`src/shared/scdr_pkg.sv`:
```
package scdr_pkg;

  ////////////////////////////////////////////////////////////////////////////
  // Register map, byte addresses on APB
  localparam int unsigned SCDR_AW = 16;
  localparam logic [15:0] SCDR_OFF_CTRL = 16'h0000;
  localparam logic [15:0] SCDR_OFF_COARSE = 16'h0004;
  localparam logic [15:0] SCDR_OFF_FINE = 16'h0008;
  localparam logic [15:0] SCDR_OFF_STATUS = 16'h000C;

  // Control register field positions
  localparam int unsigned SCDR_CTRL_INV_BIT = 0;
  localparam int unsigned SCDR_CTRL_RAMP_EN_BIT = 1;
  localparam int unsigned SCDR_CTRL_FAST_BIT = 2;
  localparam int unsigned SCDR_CTRL_MARK_BIT = 3;
  localparam int unsigned SCDR_CTRL_SINGLE_BIT = 4;
  localparam int unsigned SCDR_CTRL_CAL_BIT = 5;

  // Status register field positions
  localparam int unsigned SCDR_ST_APPLIED_LSB = 0;
  localparam int unsigned SCDR_ST_BUSY_BIT = 8;
  localparam int unsigned SCDR_ST_SEEN_BIT = 9;
  localparam int unsigned SCDR_ST_TRIG_BIT = 10;
  localparam int unsigned SCDR_ST_COUNT_LSB = 16;

  // Delay code width: 256 settings each for coarse and fine
  localparam int unsigned SCDR_DW = 8;
  localparam logic [7:0] SCDR_COARSE_RST = 8'h00;
  localparam logic [7:0] SCDR_FINE_RST = 8'h00;
  localparam logic [7:0] SCDR_COARSE_MAX = 8'hFF;
  localparam logic [31:0] SCDR_RDATA_ZERO = 32'h0000_0000;

  // Ramp timing: slow 1 step per 256 cycles, fast 4 steps per 384 cycles
  localparam int unsigned SCDR_RAMP_SLOW_CYCLES = 256;
  localparam int unsigned SCDR_RAMP_FAST_CYCLES = 384;
  localparam logic [7:0] SCDR_RAMP_SLOW_STEP = 8'h01;
  localparam logic [7:0] SCDR_RAMP_FAST_STEP = 8'h04;
  localparam int unsigned SCDR_CNT_W = 9;

  ////////////////////////////////////////////////////////////////////////////
  // Enumerations
  typedef enum logic [0:0] {
    SCDR_R_IDLE = 1'b0,
    SCDR_R_WAIT = 1'b1
  } scdr_ramp_e;

  ////////////////////////////////////////////////////////////////////////////
  // Carriers
  typedef struct packed {
    logic psel;
    logic penable;
    logic pwrite;
    logic [15:0] paddr;
    logic [31:0] pwdata;
  } scdr_apb_req_s;

  typedef struct packed {
    logic [31:0] prdata;
    logic pready;
    logic pslverr;
  } scdr_apb_rsp_s;

  typedef struct packed {
    logic rise_vld;
    logic [7:0] rise_data;
    logic fall_vld;
    logic [7:0] fall_data;
  } scdr_sample_s;

  typedef struct packed {
    logic invert;
    logic [7:0] coarse;
    logic [7:0] fine;
    logic settling;
  } scdr_delay_s;

  typedef struct packed {
    logic rise_en;
    logic fall_en;
  } scdr_edges_s;

  // Ramp engine state
  typedef struct packed {
    scdr_ramp_e fsm;
    logic [7:0] applied;
    logic [7:0] target;
    logic [8:0] cnt;
  } scdr_ramp_st_s;

  // Top level state
  typedef struct packed {
    logic inv;
    logic ramp_en;
    logic fast;
    logic mark_en;
    logic single;
    logic cal_en;
    logic [7:0] coarse;
    logic [7:0] fine;
    logic tp1;
    logic tp2;
    logic tn1;
    logic tn2;
    logic sr1;
    logic sr2;
    logic sr3;
    logic capture;
    logic seen;
    logic [7:0] sr_count;
    scdr_sample_s pipe1;
    scdr_sample_s pipe2;
    scdr_sample_s out;
    logic [31:0] prdata;
  } scdr_top_st_s;

endpackage : scdr_pkg

```
`src/rtl/scdr_ramp.sv`:
```
module scdr_ramp #(
  parameter int unsigned SLOW_CYCLES = scdr_pkg::SCDR_RAMP_SLOW_CYCLES,
  parameter int unsigned FAST_CYCLES = scdr_pkg::SCDR_RAMP_FAST_CYCLES
) (
  // Clock and reset
  input wire logic clk,
  input wire logic rst_n,
  // New coarse target
  input wire logic load,
  input wire logic [7:0] load_val,
  // Ramp controls
  input wire logic ramp_en,
  input wire logic fast,
  // Applied coarse code
  output logic [7:0] applied,
  output logic busy
);
  import scdr_pkg::*;

  scdr_ramp_st_s q;
  scdr_ramp_st_s d;
  logic [8:0] period;
  logic [7:0] step;
  logic [7:0] diff;
  logic [7:0] amount;
  logic up;

  ////////////////////////////////////////////////////////////////////////////
  // Step arithmetic, clamped so the ramp never passes its target
  always_comb begin
    period = fast ? SCDR_CNT_W'(FAST_CYCLES - 1) : SCDR_CNT_W'(SLOW_CYCLES - 1);
    step = fast ? SCDR_RAMP_FAST_STEP : SCDR_RAMP_SLOW_STEP;
    up = q.target > q.applied;
    diff = up ? q.target - q.applied : q.applied - q.target;
    amount = (diff < step) ? diff : step; // RULE_20
  end

  // Ramp sequencing
  always_comb begin
    d = q;
    case (q.fsm)
      SCDR_R_IDLE: begin
        if (!ramp_en) begin
          d.applied = q.target;
        end
      end
      SCDR_R_WAIT: begin
        if (!ramp_en) begin
          d.applied = q.target; // RULE_20
          d.fsm = SCDR_R_IDLE;
        end else if (q.cnt == period) begin
          d.cnt = '0;
          d.applied = up ? q.applied + amount : q.applied - amount; // RULE_16 RULE_17
          if (amount == diff) begin
            d.fsm = SCDR_R_IDLE; // RULE_20
          end
        end else begin
          d.cnt = q.cnt + SCDR_CNT_W'(1);
        end
      end
      default: begin
        d.fsm = SCDR_R_IDLE;
      end
    endcase
    // A write always restarts the interval toward the new value
    if (load) begin
      d.target = load_val; // RULE_18
      d.cnt = '0;
      if (ramp_en && load_val != q.applied) begin
        d.fsm = SCDR_R_WAIT; // RULE_16
      end else begin
        d.applied = load_val; // RULE_20
        d.fsm = SCDR_R_IDLE;
      end
    end
  end

  always_ff @(posedge clk or negedge rst_n) begin
    if (!rst_n) begin
      q <= '0;
    end else begin
      q <= d;
    end
  end

  assign applied = q.applied;
  assign busy = (q.fsm == SCDR_R_WAIT);
endmodule : scdr_ramp

```
`src/rtl/scdr_top.sv`:
```
// Operation
// RULE_01 - Software sets mark enable before trigger status is output; clear means inactive.
// RULE_02 - When marking, output sample LSB carries trigger status instead of data.
// RULE_03 - Asynchronous trigger is sampled in step with the matching converter sample.
// RULE_04 - The one device clock drives sampling, processing and serializer timing.
// RULE_05 - Dual-channel mode samples once per clock, rising edge only.
// RULE_06 - Single-channel mode samples on both edges, doubling the rate.
// RULE_07 - The reference source may send one SYSREF pulse or a periodic one.
// RULE_08 - Periodic SYSREF runs at multiframe or multiblock clock rate, or a division.
// RULE_09 - SYSREF frequency follows the link framing formulas with integer n.
// RULE_10 - SYSREF is captured on a deterministic device clock edge every power-on.
// RULE_11 - Half-period invert control inverts the clock, one setting, half period delay.
// RULE_12 - Coarse and fine aperture delays each offer 256 settings.
// RULE_13 - Invert, coarse and fine delays are independent and add together.
// RULE_14 - All internal clocks shift by the programmed delay, SYSREF capture included.
// RULE_15 - Delay changes are accepted during operation and may disturb the link.
// RULE_16 - With ramping on, applied coarse delay walks gradually toward the new target.
// RULE_17 - Slow ramp: one step per 256 cycles; fast ramp: four per 384.
// RULE_18 - With ramp enabled, every coarse write starts a fresh ramp.
// RULE_19 - SYSREF calibration moves the sampling instant through the delay, not SYSREF.
// RULE_20 - Without ramp a coarse write applies at once; ramps stop exactly at target.
//
// Implementation choices: the address map and the APB slave port.
module scdr_top (
  // Clock and reset
  input wire logic CLOCK,
  input wire logic RST_N,
  // Register bus
  input wire scdr_pkg::scdr_apb_req_s APB_REQ,
  output scdr_pkg::scdr_apb_rsp_s APB_RSP,
  // Converter samples in and marked samples out
  input wire scdr_pkg::scdr_sample_s CONV_IN,
  output scdr_pkg::scdr_sample_s SAMPLE_OUT,
  // Trigger pins, differential
  input wire logic TRIGGER_IN_POS,
  input wire logic TRIGGER_IN_NEG,
  // Timing reference
  input wire logic SYSREF_IN,
  output logic SYSREF_CAPTURE,
  // Clock path control
  output scdr_pkg::scdr_delay_s DELAY_OUT,
  output scdr_pkg::scdr_edges_s SAMPLE_EDGES
);
  import scdr_pkg::*;

  scdr_top_st_s q;
  scdr_top_st_s d;
  logic wr_acc;
  logic rd_setup;
  logic acc;
  logic hit;
  logic coarse_load;
  logic [7:0] coarse_val;
  logic trig_status;
  logic sr_edge;
  logic [7:0] applied;
  logic busy;

  ////////////////////////////////////////////////////////////////////////////
  // Bus decode; a write lands only in the access phase
  always_comb begin
    acc = APB_REQ.psel && APB_REQ.penable;
    wr_acc = acc && APB_REQ.pwrite;
    rd_setup = APB_REQ.psel && !APB_REQ.penable && !APB_REQ.pwrite;
    hit = (APB_REQ.paddr == SCDR_OFF_CTRL) || (APB_REQ.paddr == SCDR_OFF_COARSE)
      || (APB_REQ.paddr == SCDR_OFF_FINE) || (APB_REQ.paddr == SCDR_OFF_STATUS);
  end

  // Synchronised pins; the trigger pair is read at its second flops, the SYSREF edge from its second and third flops
  always_comb begin
    trig_status = q.tp2 && !q.tn2; // RULE_03
    sr_edge = q.sr2 && !q.sr3; // RULE_10
  end

  // Coarse target source: software write wins over a calibration step
  always_comb begin
    coarse_load = 1'b0;
    coarse_val = q.coarse;
    if (wr_acc && APB_REQ.paddr == SCDR_OFF_COARSE) begin
      coarse_load = 1'b1; // RULE_15 RULE_18
      coarse_val = APB_REQ.pwdata[7:0]; // RULE_12
    end else if (q.cal_en && q.capture && q.coarse != SCDR_COARSE_MAX) begin
      // Calibration nudges the sampling instant rather than delaying SYSREF
      coarse_load = 1'b1; // RULE_19
      coarse_val = q.coarse + 8'h01;
    end
  end

  ////////////////////////////////////////////////////////////////////////////
  // Next state
  always_comb begin
    d = q;
    // Control writes
    if (wr_acc) begin
      case (APB_REQ.paddr)
        SCDR_OFF_CTRL: begin
          d.inv = APB_REQ.pwdata[SCDR_CTRL_INV_BIT]; // RULE_11
          d.ramp_en = APB_REQ.pwdata[SCDR_CTRL_RAMP_EN_BIT];
          d.fast = APB_REQ.pwdata[SCDR_CTRL_FAST_BIT];
          d.mark_en = APB_REQ.pwdata[SCDR_CTRL_MARK_BIT]; // RULE_01
          d.single = APB_REQ.pwdata[SCDR_CTRL_SINGLE_BIT];
          d.cal_en = APB_REQ.pwdata[SCDR_CTRL_CAL_BIT];
        end
        SCDR_OFF_FINE: begin
          d.fine = APB_REQ.pwdata[7:0]; // RULE_12 RULE_15
        end
        default: begin
          d.fine = q.fine;
        end
      endcase
    end
    if (coarse_load) begin
      d.coarse = coarse_val;
    end

    // Two flop synchronisers for trigger pair and SYSREF
    d.tp1 = TRIGGER_IN_POS;
    d.tp2 = q.tp1;
    d.tn1 = TRIGGER_IN_NEG;
    d.tn2 = q.tn1;
    d.sr1 = SYSREF_IN;
    d.sr2 = q.sr1;
    d.sr3 = q.sr2;

    // Capture pulse works for a lone pulse as well as a periodic reference
    d.capture = sr_edge; // RULE_07 RULE_10
    if (sr_edge) begin
      d.seen = 1'b1;
      d.sr_count = q.sr_count + 8'h01;
    end

    // Sample pipeline matches the synchroniser depth so marks line up
    d.pipe1 = CONV_IN; // RULE_03
    d.pipe2 = q.pipe1;
    d.out = q.pipe2;
    // Dual mode has no falling edge sample
    if (!q.single) begin
      d.out.fall_vld = 1'b0; // RULE_05
      d.out.fall_data = '0;
    end
    if (q.mark_en) begin
      d.out.rise_data[0] = trig_status; // RULE_02
      d.out.fall_data[0] = q.single ? trig_status : 1'b0; // RULE_06
    end

    // Read data is built in the setup phase, held for the access phase
    if (rd_setup) begin
      d.prdata = SCDR_RDATA_ZERO;
      case (APB_REQ.paddr)
        SCDR_OFF_CTRL: begin
          d.prdata[SCDR_CTRL_INV_BIT] = q.inv;
          d.prdata[SCDR_CTRL_RAMP_EN_BIT] = q.ramp_en;
          d.prdata[SCDR_CTRL_FAST_BIT] = q.fast;
          d.prdata[SCDR_CTRL_MARK_BIT] = q.mark_en;
          d.prdata[SCDR_CTRL_SINGLE_BIT] = q.single;
          d.prdata[SCDR_CTRL_CAL_BIT] = q.cal_en;
        end
        SCDR_OFF_COARSE: begin
          d.prdata[7:0] = q.coarse;
        end
        SCDR_OFF_FINE: begin
          d.prdata[7:0] = q.fine;
        end
        SCDR_OFF_STATUS: begin
          d.prdata[SCDR_ST_APPLIED_LSB +: SCDR_DW] = applied;
          d.prdata[SCDR_ST_BUSY_BIT] = busy;
          d.prdata[SCDR_ST_SEEN_BIT] = q.seen;
          d.prdata[SCDR_ST_TRIG_BIT] = trig_status;
          d.prdata[SCDR_ST_COUNT_LSB +: SCDR_DW] = q.sr_count;
        end
        default: begin
          d.prdata = SCDR_RDATA_ZERO;
        end
      endcase
    end
  end

  // State register; every flop resets to zero
  always_ff @(posedge CLOCK or negedge RST_N) begin
    if (!RST_N) begin
      q <= '0;
    end else begin
      q <= d;
    end
  end

  ////////////////////////////////////////////////////////////////////////////
  // Coarse ramp engine
  scdr_ramp #(
    .SLOW_CYCLES(SCDR_RAMP_SLOW_CYCLES),
    .FAST_CYCLES(SCDR_RAMP_FAST_CYCLES)
  ) u_ramp (
    .clk(CLOCK),
    .rst_n(RST_N),
    .load(coarse_load),
    .load_val(coarse_val),
    .ramp_en(q.ramp_en),
    .fast(q.fast),
    .applied(applied),
    .busy(busy)
  );

  ////////////////////////////////////////////////////////////////////////////
  // Outputs
  // Zero wait state slave: every access completes in its first access cycle
  assign APB_RSP.prdata = q.prdata;
  assign APB_RSP.pready = 1'b1;
  assign APB_RSP.pslverr = acc && !hit;

  // The three delay stages leave as separate codes; the analog path sums them
  assign DELAY_OUT.invert = q.inv; // RULE_11 RULE_13
  assign DELAY_OUT.coarse = applied; // RULE_13 RULE_16
  assign DELAY_OUT.fine = q.fine; // RULE_13
  // Settling warns the link side while the clock phase still moves
  assign DELAY_OUT.settling = busy; // RULE_15

  // Edge enables for the sampler; the same delayed clock feeds every domain,
  // so SYSREF capture and serializer timing move with the delay
  assign SAMPLE_EDGES.rise_en = 1'b1; // RULE_04 RULE_05 RULE_14
  assign SAMPLE_EDGES.fall_en = q.single; // RULE_06

  assign SAMPLE_OUT = q.out;
  assign SYSREF_CAPTURE = q.capture;
endmodule : scdr_top

```
`config.mk`:
```
export PLATFORM = sky130hd
export DESIGN_NAME = scdr_top
export DESIGN_NICKNAME = d
export VERILOG_FILES = /design/src/shared/scdr_pkg.sv /design/src/rtl/scdr_ramp.sv /design/src/rtl/scdr_top.sv
export SDC_FILE = /design/constraint.sdc
export NUM_CORES = 1
export LEC_CHECK = 0
export ABC_AREA = 1
export BUFFER_PORTS_ARGS = -buffer_cell sky130_fd_sc_hd__buf_2
export CORE_ASPECT_RATIO = 0.9
export CORE_MARGIN = 3
export CORE_UTILIZATION = 54
export DETAILED_ROUTE_END_ITERATION = 8
export PLACE_DENSITY_LB_ADDON = 0.08
export REMOVE_ABC_BUFFERS = 1
export SYNTH_ARGS = -nofsm -noshare
export SYNTH_HDL_FRONTEND = slang
export SYNTH_SLANG_ARGS = --single-unit
```
`constraint.sdc`:
```
create_clock -name CLOCK -period 12.91 [get_ports CLOCK]
set_input_delay 1.9365 -clock CLOCK [delete_from_list [all_inputs] [get_ports CLOCK]]
set_output_delay 1.9365 -clock CLOCK [all_outputs]
set_load 0.03 [all_outputs]
```
# == Word-level counts from Yosys, hierarchy flattened ==
# Index checks and enable logic that the tools add are counted.
# classes
n_addsub,7
multipliers,0
div,0
n_lt_le_gt_ge,2
eq_ne,7
shifts,0
n_mux,29
bitwise,1
reduce_logical,25
# op_table
op,n
two-way mux 8 bit,8
two-way mux 9 bit,7
"== test 16 x 4 -> 1 bit, second input constant",2
two-way mux 26 bit,1
case mux 6 bit (4 select lines),1
subtractor 8 bit,3
"adder 8 x 1 -> 8 bit, second input constant",2
"== test 16 x 3 -> 1 bit, second input constant",1
zero test 16 bit,1
case mux 8 bit (2 select lines),1
logical AND 1 bit,11
"adder 9 x 1 -> 9 bit, second input constant",1
== test 9 bit,1
adder 8 bit,1
== test 8 bit,1
> comparator 8 bit,1
less-than comparator 8 bit,1
two-way mux 1 bit,8
inequality test 8 bit,1
"inequality test 8 bit, second input constant",1
two-way mux 3 bit,2
case mux 2 bit (3 select lines),1
AND reduction 2 bit,3
zero test 1 bit,5
other kinds (3),6
# word_totals
ff_bits,130
latchBits,0
ram_bits,0
romBits,0
inputBits,74
out_inout_bits,73
word_cells,105
n_memories,0

# == Longest topological paths before layout ==
# Gate-level depths: netlist of the first run.
# depth
depth_word,11
mapped_depth,37
mapped_depth_nobuf,37

# == Modules after synthesis ==
# From an unflattened synthesis of the first run, not the netlist that was laid out.
# unflattened
hier_cells,911
area_unflattened_um2,7780.0
# by_module_without_submodules
module,instances,cells_per_inst,area_each_um2,seq_area_each_um2
scdr_top,1,489,4864.7,2802.7
scdr_ramp,1,422,2915.3,650.6

# == Worst setup path after synthesis of the first run ==
# Ideal clock, no wire load.
# synth_path
kind,in2out
startpoint,input port APB_REQ[43] (netlist bit)
endpoint,output port APB_RSP[0] (netlist bit)
t_arrival_ps,3219
slack_ps,7755
stages,6
n_path_buf,0
cell_sequence,nor2_1 nand4_1 nor2_1 nand2_1 nor3_1 nor3_1
# synth_rtl
element,line,text
"start, declared",scdr_top.sv:29,"input wire scdr_pkg::scdr_apb_req_s APB_REQ,"
"end, declared",scdr_top.sv:30,"output scdr_pkg::scdr_apb_rsp_s APB_RSP,"

==> results of run 1 <==
==> sequential cells by signal (all words and copies together) (netlist names) <==
name / flops
APB_RSP: 19
DELAY_OUT: 9
SAMPLE_EDGES: 1
SAMPLE_OUT: 18
SYSREF_CAPTURE: 1
d: 30
q: 26
u_ramp.applied: 8
u_ramp.busy: 1
u_ramp.q: 17
==> power by group through the flow <==
stage	clock, mW	combinational (mW)	sequential [mW]
floorplan	0	0.0233	0.444
global placement	0	0.0479	0.442
detailed placement	0	0.0505	0.443
CTS	0.466	0.0510	0.436
global route	0.484	0.0564	0.438
finish	0.456	0.0496	0.436
==> critical path, stage by stage <==
cell and delay, ps:
buf_2 100, nor2_1 100, nand4_1 260, nor2_1 270
nand2_1 90, nor3_1 770, nor3_1 110, buf_2 230
==> through the flow <==
step	util (%)	hold WS (ps)	power, mW	area (um2)
final	62.0	346	0.942	8010
after detailed placement	57.6	336	0.493	7440
after CTS	62.0	347	0.953	8010
after global routing	62.0	352	0.979	8010
after global placement	57.6	332	0.490	7440
after floorplan	-	331	0.467	6680
==> final cells by class <==
type,count,area (um2)
Tap cell,164,205
Fill cell,1128,4920
Sequential cell,130,3250
Inverter,126,473
Multi-Input combinational cell,512,2960
Clock inverter,13,115
Clock buffer,19,453
Timing Repair Buffer,109,553
==> cell usage after synthesis, drive strengths merged, types with 3 or more instances <==
cell    number  share of area, %
nor3        11              0.91
o22ai        3              0.26
xor2        21               2.5
mux2         4              0.62
ha          27               4.7
nor2        34               2.1
o221ai       8              0.96
nand2      182                10
dfrtp      130                45
nand4       13               1.3
clkbuf      11              0.71
xnor2        5              0.60
buf         76               8.0
nand3       60               4.8
a21oi       29               2.2
inv        124               6.4
o21ai       83               6.4
fa           3              0.83
==> per-layer routing <==
layer | up-vias | global-route usage, % | part of all wire [%] | wire length (um)
met3 | 13 | 6.59 | 7.1 | 1170
met1 | 2658 | 32.6 | 46 | 7590
li1 | 2724 | - | - | -
met2 | 194 | 35.3 | 46 | 7560
met4 | 0 | 6.51 | 0.99 | 163
met5 | - | 0 | 0 | 0
==> path summary, 6_finish.rpt <==
path                                         startpoint                     endpoint  slack, ps  cells past startpoint
worst max-delay path                        APB_REQ[43]                   APB_RSP[0]       7110                      8
worst min-delay path                    d[53]$_DFF_PN0_              q[53]$_DFF_PN0_        350                      0
worst max register to register  u_ramp.q[9]$_DFFE_PN0N_  u_ramp.applied[7]$_DFF_PN0_       7320                     35
worst min register to register          d[53]$_DFF_PN0_              q[53]$_DFF_PN0_        350                      0
max in group asynchronous                         RST_N              d[43]$_DFF_PN0_       9950                      2
min in group asynchronous                         RST_N       APB_RSP[3]$_DFFE_PN0P_       1590                      1
==> cells by family after synthesis <==
| kind of cell | share of synthesized area (%) |
|---|---|
| AO/OA/AOI/OAI | 10.7 |
| XOR/XNOR | 3.14 |
| adder cells (fa/ha/maj) | 5.48 |
| buffers and inverters | 15.2 |
| flip-flops | 44.8 |
| multiplexers | 0.620 |
| other | 0.103 |
| AND/OR/NAND/NOR | 19.9 |
==> results.md, run 1 <==
Outcome:
- The run finished with clean final reports.

Power and ir drop:
- For this design the total switching power over the nets is 239 uW.
- The internal power is 703 uW.
- The leakage power figure is 4.26 nW.
- VDD sags by at most 139 uV.
- In this run, flip-flops and latches consume 46.3% of the power.
- Of the total power, combinational logic draws 5.3%.
- The fraction of power consumed by the clock network is 48.4%.
- The cell area power density is 118 nW/um2.
- The switching share of total power is 25.4%.

Global route:
- Entering global routing, the biggest net connects 69 pins.
- The via count of the first global-routing pass is 5408.
- The global route total overflow is 0.
- The first-pass GRT wire length is 27000 um.
- Global routing used 23.2% of the available tracks.
- The initial antenna violation count came to 0.

Min path:
- The kind of path behind the tightest hold check is reg2reg.

Clock tree:
- The number of buffers on the longest clock path is 2.
- Clock-pin slew was measured on the worst setup and hold paths at 60 ps.
- The clock reaches the later pin of the worst-skew pair after 420 ps.
- Buffers inserted during clock tree synthesis total 17.
- The cell sitting at the root of the clock tree is a clkbuf_16.
- The clock sink total is 130.
- After clock tree synthesis, the setup repair step added 0 buffers.
- The total number of H-tree levels is 4.
- TritonCTS built the clock tree.
- Buffers inserted to repair hold after CTS numbered 0.
- The number of instances resized during post-cts repair is 0.

Detailed routing:
- The final routed DRC violation total is 0.
- The via count of the routed design is 5589.
- Once detail routing completed, the nets flagged for antenna violations numbered 0.
- The initial DRC count is 413.
- The wire length per cell is 15.4 um.
- Using the TritonRoute via totals, the vias-per-cell ratio works out to 5.21.
- The aggregate routed wire length is 16500 um.
- The pre-antenna-repair detailed-routing pass consisted of 5 iterations.

Synth:
- After synthesis, flip-flops and latches occupy 44.8% of the total area.
- The number of synthesis warnings is 0.
- Counting flops with a built-in enable in the synthesized netlist gives 0.
- The number of flip-flops and latches in the synthesized netlist is 130.
- The share of flip-flops with an asynchronous set or reset after synthesis is 100%.
- Averaged over all synthesized cells, the footprint is 8.63 um2.
- The number of unique standard cell types used by synthesis is 49.
- The predominant post-synthesis flop cell is dfrtp_1.
- Summing every instance area after synthesis gives 7260 um2.
- Synthesis produced a netlist whose cell count is 842.

Placed design:
- The count of buffers from port buffering is 107.
- The pre-CTS setup slack is 7150 ps.
- The final weighted congestion in routability-driven placement is 0.979.
- The sum of net half-perimeters after detailed placement is 12300 um.
- Once placement completed, the tool counted placed cells totaling 1041.

Floorplan:
- The core area is 12900 um2.
- The initial cell density of the core is 56.2%.
- The number of I/O pins is 147.
- From left edge to right edge, the die measures 128 um.
- The cell row count is 39.
- The die is 116 um tall.
- The total die area is 14900 um2.

Run:
- The tool flagged a number of max-cap violations equal to 0.

Finish:
- Leaving out fill and tap cells, the most frequent cell in the layout is nand2_1.
- In the final layout, the share of cells above drive strength 1 is 22.2%.
- The top cell types in the final layout, fill and taps aside, are nand2_1 (162), dfrtp_1 (130), inv_1 (121), buf_2 (106), o21ai_0 (68).
- The relative area change from synthesis to final layout is 10.3%.
- The post-layout net count is 1000.
- The repair_antennas step left the layout with diodes totalling 0.
- For this run, the number of standard cells in the final layout without fillers is 1073.

Critical path:
- The largest fanout on the critical path is 8.
- For the worst setup path, the data required time is 10970 ps.
- The startpoint type of the worst setup path is an input port.
- The type of the setup path with the least slack is in2out.
- Data arrives at the worst endpoint at 3870 ps.
- The type of element capturing the critical path is an output port.

STA:
- Setup repair after global routing left no endpoint under its margin.
- Adding up every negative setup slack in the final design gives 0 ps.
- The share of the clock period used by the worst path after layout is 45.0%.
- The maximum clock skew at final layout is 8.37 ps.
- The relative max-transition margin is 32.5%.
- The worst path in the final design needs a cycle of 5800 ps, including I/O delays and setup.
- The achievable clock frequency is 0.172 GHz.
- Across all setup checks in the final design, the least slack found is 7110 ps.
- Setup violations remaining at the end of the flow were counted as 0.
- At the pin with the least slew margin, the transition time is 1000 ps.
- The number of slew-limit violations in the final report is 0.
- The number of hold-slack violations in the final timing report is 0.
Power figures use the tool's default switching activity.
==> run 2: changes to the inputs <==
clock period = 5.65 ns   (was 12.91 ns; I/O delays follow)
==> run 2 against run 1 <==
Against the previous run:
- clock skew is 0.84 ps lower
- register-to-register slack worse by 6900 ps
- via count is 1.7% higher
- final cell count is 0.37% higher
- total power is 130% higher
- clock power is 130% higher
- sequential power is 130% higher
- critical endpoint is now u_ramp.applied[7]$_DFF_PN0_
- largest cell class unchanged
==> results.md, run 2 (same netlist as run 1, synthesis figures left out) <==
Outcome:
- Result of the run: completed (unchanged).

STA:
- The maximum clock skew at final layout came to 7.53 ps (was 8.37 ps).
- The worst slack on hold paths is 346 ps (about the same).
- The worst setup slack after layout is 455 ps (was 7110 ps).
- The relative max-transition margin is 17.3% (was 32.5%).
- The share of the clock period used by the worst path after layout is 92.0%.
- The final-layout setup total negative slack is 0 ps (unchanged).
- The number of slew-limit violations in the final report is 0 (unchanged).
- The achievable clock frequency is 0.192 GHz.
- The slew at the pin with the worst max-slew slack is 1230 ps (was 1000 ps).
- The clock period could shrink to 5200 ps.
- The final setup violation count is 0 (unchanged).
- The number of hold-slack violations in the final timing report was 0 (unchanged).

Clock tree:
- The number of buffers on the longest clock path is 2 (unchanged).
- The TritonCTS clock tree is done (unchanged).
- The total number of H-tree levels is 4 (unchanged).
- The root buffer cell is clkbuf_16 (unchanged).
- The post-CTS setup buffer count was 0 (unchanged).
- The register clock-pin slew on the reported worst setup and hold paths is 60 ps (about the same).
- The clock buffer count from CTS came to 17 (unchanged).
- The clock sink total is 130 (unchanged).
- The clock latency on the worst-skew pair is 420 ps (about the same).

Power and ir drop:
- The leakage power figure is 4.26 nW (about the same).
- The switching share of total power is 25.7% (was 25.4%).
- The proportion of power drawn by flip-flops and latches came to 46.6% (was 46.3%).
- The largest vdd supply drop is 295 uV (was 139 uV).
- The net switching power of the design is 550 uW (was 239 uW).
- The share of power burned in combinational logic is 5.3% (about the same).
- The internal power is 1.59 mW (was 703 uW).
- The fraction of power consumed by the clock network is 48.2% (was 48.4%).
- The cell area power density is 266 nW/um2 (was 118 nW/um2).

Floorplan:
- The chip height is 116 um (unchanged).
- The total die area came to 14900 um2 (unchanged).
- The number of I/O pins is 147 (unchanged).
- The core area is 12900 um2 (unchanged).
- The horizontal extent of the die is 128 um (unchanged).
- The cell row count came to 39 (unchanged).
- The initial cell density of the core is 56.2% (unchanged).

Detailed routing:
- The number of routed nets with antenna violations is 0 (unchanged).
- The average via count per standard cell is 5.28 (was 5.21).
- The detailed-routing iteration count for the pre-antenna-repair pass is 5 (unchanged).
- The aggregate routed wire length came to 16700 um (was 16500 um).
- The via count of the routed design is 5683 (was 5589).
- The final routed DRC violation total is 0 (unchanged).
- The initial DRC count is 341 (was 413).
- The wire length per cell is 15.5 um (was 15.4 um).

Run:
- The reported max-cap violation count was 0 (unchanged).

Min path:
- The kind of path behind the tightest hold check is reg2reg (unchanged).
- The origin of the worst min-delay path is d[57]$_DFF_PN0_ (was d[53]$_DFF_PN0_).

Finish:
- The post-layout net count came to 1004 (was 1000).
- Most frequent cells in the layout: nand2_1 (162), dfrtp_1 (130), inv_1 (120), buf_2 (106), o21ai_0 (68) (was nand2_1 (162), dfrtp_1 (130), inv_1 (121), buf_2 (106), o21ai_0 (68)).
- The number of flip-flops under the largest register name is 30 (unchanged).
- The core occupancy in the finished layout came to 62.2% (was 62.0%).
- The leading cell type in the layout, fill and taps excluded is nand2_1 (unchanged).
- The number of non-filler instances in the completed layout was 1077 (was 1073).
- The relative area change from synthesis to final layout came to 10.8% (was 10.3%).
- The number of diodes added for antenna fixing is 0 (unchanged).
- The fraction of layout instances using a drive strength above 1 is 22.9% (was 22.2%).

Global route:
- The first-pass GRT wire length is 27400 um (was 27000 um).
- The met3 track utilization from global routing is 7.56% (was 6.59%).
- The global routing usage summed across all routing layers is 23.9% (was 23.2%).
- The largest net degree at the start of global routing is 77 (was 69).
- The via count of the first global-routing pass is 5512 (was 5408).
- The met2 capacity usage during global routing is 36.6% (was 35.3%).
- The layer with the highest usage after global routing is met2 (unchanged).
- The global route total overflow came to 0 (unchanged).
- The initial antenna violation count is 0 (unchanged).
- The global-route met1 utilization was 32.5% (was 32.6%).

Critical path:
- The startpoint of the most critical setup path is u_ramp.q[9]$_DFFE_PN0N_ (was APB_REQ[43]).
- The family with the most delay on the worst path is adder cells (was simple AND/OR/NAND/NOR gates).
- The largest fanout on the critical path is 11 (was 8).
- The cell that appears most often on the critical path is nand2_1.
- The data arrival time at the worst-slack endpoint came to 5550 ps (was 3870 ps).
- The number of buffer and inverter stages on the critical path is 5 (was 2).
- The critical register-to-register path startpoint is u_ramp.q[9]$_DFFE_PN0N_ (unchanged).
- The type of element capturing the critical path is a register (was output port).
- The biggest cell delay along the critical path came to 470 ps (was 770 ps).
- The cell type of the slowest stage on the worst timing path is dfrtp_1 (was nor3_1).
- The type of the setup path with the least slack was reg2reg (was in2out).
- The startpoint type of the worst setup path is a register (was input port).
- The data required time at the worst endpoint is 6000 ps (was 10970 ps).

Placed design:
- The final weighted congestion in routability-driven placement came to 0.933 (was 0.979).
- The sum of net half-perimeters after detailed placement is 12500 um (was 12300 um).
- The count of buffers from port buffering is 107 (unchanged).
- The number of placed instances, taps included is 1045 (was 1041).
- The pre-CTS setup slack is 279 ps (was 7150 ps).
[run 2: cell count changes in the layout (fill, tap and decap cells not counted), sizes merged]
cell,delta
buf,+4
clkbuf,-1
clkinv,-2
clkinvlp,+3
[run 2: path summary, 6_finish.rpt]
check	end	slack, ps	cells after the start
worst min register to register	q[57]$_DFF_PN0_	350	0
worst max register to register	u_ramp.applied[7]$_DFF_PN0_	450	32
min in group asynchronous	APB_RSP[3]$_DFFE_PN0P_	550	1
worst max-delay path	u_ramp.applied[7]$_DFF_PN0_	450	32
max in group asynchronous	q[56]$_DFF_PN0_	3880	2
worst min-delay path	q[57]$_DFF_PN0_	350	0
[run 2: area by class of cell]
cell class	count	area [um2]
clock inverter	14	120
clock buffer	18	439
multi-input combinational	512	2970
timing repair buffer	113	583
fill	1124	4890
inverter	126	473
sequential	130	3250
tap	164	205
[run 2: power by group through the flow]
stage	Combinational (mW)	Clock, mW	Sequential (mW)
6_report	0.113	1.03	0.997
5_1_grt	0.129	1.10	1.00
4_1_cts	0.117	1.06	0.997
3_5_place_dp	0.116	0	1.01
3_3_place_gp	0.109	0	1.01
2_1_floorplan	0.0532	0	1.01
[run 2: layer usage]
layer,share of wire [%],vias to the layer above
met5,0,-
met2,46,195
met1,44,2722
met3,7.8,21
met4,1.4,0
li1,-,2745
[run 2: what timing repair did]
action,4_1_cts,5_1_grt
setup endpoints to repair,0,3
endpoints found under the hold margin,0,0
hold buffers,0,0
resized for setup,0,4
[run 2: per-stage QoR]
stage / area (um2) / power, mW
2_1_floorplan: 6680 / 1.07
3_3_place_gp: 7470 / 1.12
3_5_place_dp: 7470 / 1.13
4_1_cts: 8030 / 2.17
5_1_grt: 8050 / 2.23
6_report: 8050 / 2.14
==> run 3: changes to the inputs <==
CORE_UTILIZATION = 41   (was 54)
==> run 3 against run 2 <==
Against the previous run:
- global-route usage down 5.4 points
- critical path depth up 1
- utilization down 14 points
- worst hold slack worse by 1.1 ps
- sequential cell count unchanged
- sequential share of layout area down 0.88 points
- register-to-register slack about the same
- first-iteration DRC count up 0.88%
- die area up 30%
- combinational power about the same
- routed wire length up 4.0%
- via count down 2.9%
- largest cell class unchanged
==> results.md, run 3 (same netlist as run 1, synthesis figures left out) <==
Detailed routing:
- The initial DRC count was 344 (was 341).
- The via count of the routed design is 5518 (was 5683).
- The final routed DRC violation total was 0 (unchanged).
- The aggregate routed wire length is 17400 um (was 16700 um).
- The detailed-routing iteration count for the pre-antenna-repair pass was 5 (unchanged).
- The wire length per cell is 15.1 um (was 15.5 um).
- The average via count per standard cell was 4.80 (was 5.28).
- The number of routed nets with antenna violations is 0 (unchanged).

Finish:
- The number of filler instances in the final layout came to 1689 (was 1124).
- The relative area change from synthesis to final layout is 13.2% (was 10.8%).
- The number of diodes added for antenna fixing is 0 (unchanged).
- The core occupancy in the finished layout is 48.0% (was 62.2%).
- Most frequent cells in the layout: nand2_1 (162), dfrtp_1 (130), inv_1 (120), buf_2 (106), o21ai_0 (67) (was nand2_1 (162), dfrtp_1 (130), inv_1 (120), buf_2 (106), o21ai_0 (68)).
- The fraction of layout instances using a drive strength above 1 came to 23.2% (was 22.9%).
- The number of flip-flops under the largest register name was 30 (unchanged).
- The leading cell type in the layout, fill and taps excluded is nand2_1 (unchanged).
- The number of non-filler instances in the completed layout came to 1150 (was 1077).
- The post-layout net count is 1006 (was 1004).

Min path:
- The worst min-delay path endpoint is d[45]$_DFF_PN0_ (was q[57]$_DFF_PN0_).
- The instance count along the most critical hold path was 0 (unchanged).
- The kind of path behind the tightest hold check is reg2reg (unchanged).
- The origin of the worst min-delay path is d[63]$_DFF_PN0_ (was d[57]$_DFF_PN0_).

Power and ir drop:
- The share of power burned in combinational logic came to 4.9% (was 5.3%).
- The switching share of total power is 24.1% (was 25.7%).
- The net switching power of the design is 549 uW (was 550 uW).
- The proportion of power drawn by flip-flops and latches is 43.8% (was 46.6%).
- The internal power came to 1.73 mW (was 1.59 mW).
- The leakage power figure is 4.30 nW (was 4.26 nW).
- The cell area power density was 277 nW/um2 (was 266 nW/um2).
- The largest vdd supply drop is 265 uV (was 295 uV).
- The total power is 2.28 mW (was 2.14 mW).
- The fraction of power consumed by the clock network is 51.3% (was 48.2%).

Placed design:
- The final weighted congestion in routability-driven placement is 0.878 (was 0.933).
- The count of buffers from port buffering is 107 (unchanged).
- The number of placed instances, taps included was 1118 (was 1045).
- The sum of net half-perimeters after detailed placement is 13100 um (was 12500 um).
- The pre-CTS setup slack is 307 ps (was 279 ps).

STA:
- The number of slew-limit violations in the final report is 0 (unchanged).
- The worst setup slack after layout is 441 ps (was 455 ps).
- The final setup violation count was 0 (unchanged).
- The time the worst path needs with I/O delays and setup is 5210 ps (was 5200 ps).
- The maximum clock skew at final layout is 7.61 ps (was 7.53 ps).
- The number of hold-slack violations in the final timing report is 0 (unchanged).
- The share of the clock period used by the worst path after layout is 92.2% (was 92.0%).
- The final-layout setup total negative slack is 0 ps (unchanged).
- The relative max-transition margin is 26.5% (was 17.3%).
- The achievable clock frequency is 0.192 GHz (about the same).
- The slew at the pin with the worst max-slew slack is 1090 ps (was 1230 ps).

Clock tree:
- The clock buffer count from CTS is 17 (unchanged).
- The clock latency on the worst-skew pair came to 420 ps (about the same).
- The TritonCTS clock tree is done (unchanged).
- The post-CTS setup buffer count came to 0 (unchanged).
- The clock sink total is 130 (unchanged).
- The number of buffers on the longest clock path is 2 (unchanged).
- The register clock-pin slew on the reported worst setup and hold paths is 60 ps (about the same).
- The root buffer cell was clkbuf_16 (unchanged).
- The total number of H-tree levels was 4 (unchanged).
- The count of hold buffers inserted by post-cts repair came to 0 (unchanged).

Global route:
- The via count of the first global-routing pass came to 5554 (was 5512).
- The global route total overflow is 0 (unchanged).
- The global routing usage summed across all routing layers is 18.4% (was 23.9%).
- The first-pass GRT wire length is 28700 um (was 27400 um).
- The largest net degree at the start of global routing came to 81 (was 77).
- The initial antenna violation count was 0 (unchanged).

Floorplan:
- The total die area was 19300 um2 (was 14900 um2).
- The horizontal extent of the die is 146 um (was 128 um).
- The number of I/O pins was 147 (unchanged).
- The initial cell density of the core is 42.4% (was 56.2%).
- The core area is 17100 um2 (was 12900 um2).
- The cell row count came to 45 (was 39).
- The chip height is 132 um (was 116 um).

Critical path:
- The cell type of the slowest stage on the worst timing path is ha_1 (was dfrtp_1).
- The largest fanout on the critical path is 9 (was 11).
- The data required time at the worst endpoint was 6000 ps (about the same).
- The cell repeated most along the worst path is nand2_1 (unchanged).
- The startpoint type of the worst setup path was a register (unchanged).
- The type of element capturing the critical path is a register (unchanged).
- The biggest cell delay along the critical path came to 530 ps (was 470 ps).
- The type of the setup path with the least slack was reg2reg (unchanged).
- The length in cells of the worst reg-to-reg path is 33 (was 32).
- The capture instance of the worst register-to-register path is u_ramp.applied[7]$_DFF_PN0_ (unchanged).
- The data arrival time at the worst-slack endpoint was 5560 ps (was 5550 ps).
- The setup slack of the worst register-to-register path came to 440 ps (was 450 ps).
- The critical register-to-register path startpoint is u_ramp.applied[3]$_DFF_PN0_ (was u_ramp.q[9]$_DFFE_PN0N_).

Run:
- The reported max-cap violation count is 0 (unchanged).

Outcome:
- Result of the run: completed (unchanged).
[run 3: cell count changes in the layout (fill, tap and decap cells not counted), sizes merged]
| cell | previous run | this run |
|---|---|---|
| bufinv | 0 | 3 |
| clkinv | 6 | 3 |
| buf | 113 | 115 |
| clkinvlp | 3 | 2 |
| inv | 131 | 132 |
[run 3: layer usage]
metal  wire length [um]  global-route usage (%)
met2               7840                    28.4
met1               8270                    25.7
met3               1080                    5.64
met4                201                    4.49
met5                  0                       0
[run 3: power groups by stage]
stage,logic [mW],clock network [mW],registers [mW]
after floorplan,0.0532,0,1.01
after global placement,0.110,0,1.01
after detailed placement,0.113,0,1.01
after global routing,0.127,1.24,1.00
after CTS,0.115,1.19,0.996
final,0.112,1.17,0.996
[run 3: area by class of cell]
type / count / area, um2 / area share [%]
clock buffers: 18 / 439 / 5.34
flip-flops and latches: 130 / 3250 / 39.6
inverters: 126 / 473 / 5.75
multi-input cells: 512 / 2970 / 36.2
repair buffers: 115 / 602 / 7.32
well taps: 235 / 294 / 3.58
clock inverters: 14 / 189 / 2.30
[run 3: what timing repair did]
item	in CTS	in global routing
endpoints found under the setup margin	0	3
resized for setup	0	6
endpoints found under the hold margin	0	0
[run 3: how the worst max path moves through the flow]
| stage | slack, ps | depth (start not counted) | from | end |
|---|---|---|---|---|
| floorplan | 770 | 31 | u_ramp.applied[1]$_DFF_PN0_ | u_ramp.applied[7]$_DFF_PN0_ |
| global placement | 420 | 32 | u_ramp.q[9]$_DFFE_PN0N_ | u_ramp.applied[7]$_DFF_PN0_ |
| detailed placement | 310 | 36 | u_ramp.q[9]$_DFFE_PN0N_ | u_ramp.applied[7]$_DFF_PN0_ |
| CTS | 250 | 32 | u_ramp.q[9]$_DFFE_PN0N_ | u_ramp.applied[7]$_DFF_PN0_ |
| global route | -5 | 35 | u_ramp.applied[3]$_DFF_PN0_ | u_ramp.applied[7]$_DFF_PN0_ |
| finish | 440 | 33 | u_ramp.applied[3]$_DFF_PN0_ | u_ramp.applied[7]$_DFF_PN0_ |
[run 3: metrics by stage]
step	hold slack [ps]	area, um2
after detailed placement	335	7580
after floorplan	331	6680
final	345	8220
after global placement	331	7580
after CTS	348	8210
after global routing	351	8220
[run 3: worst max-delay path, delay by kind of cell, from the launching register on]
family	cells	cell delay, ps
and+or+nand+nor	15	1460
adders and majority gates	4	1340
AOI/OAI and AO/OA	8	1230
DFF	1	480
buffers and inverters	5	470
xor gates and xnor gates	1	130
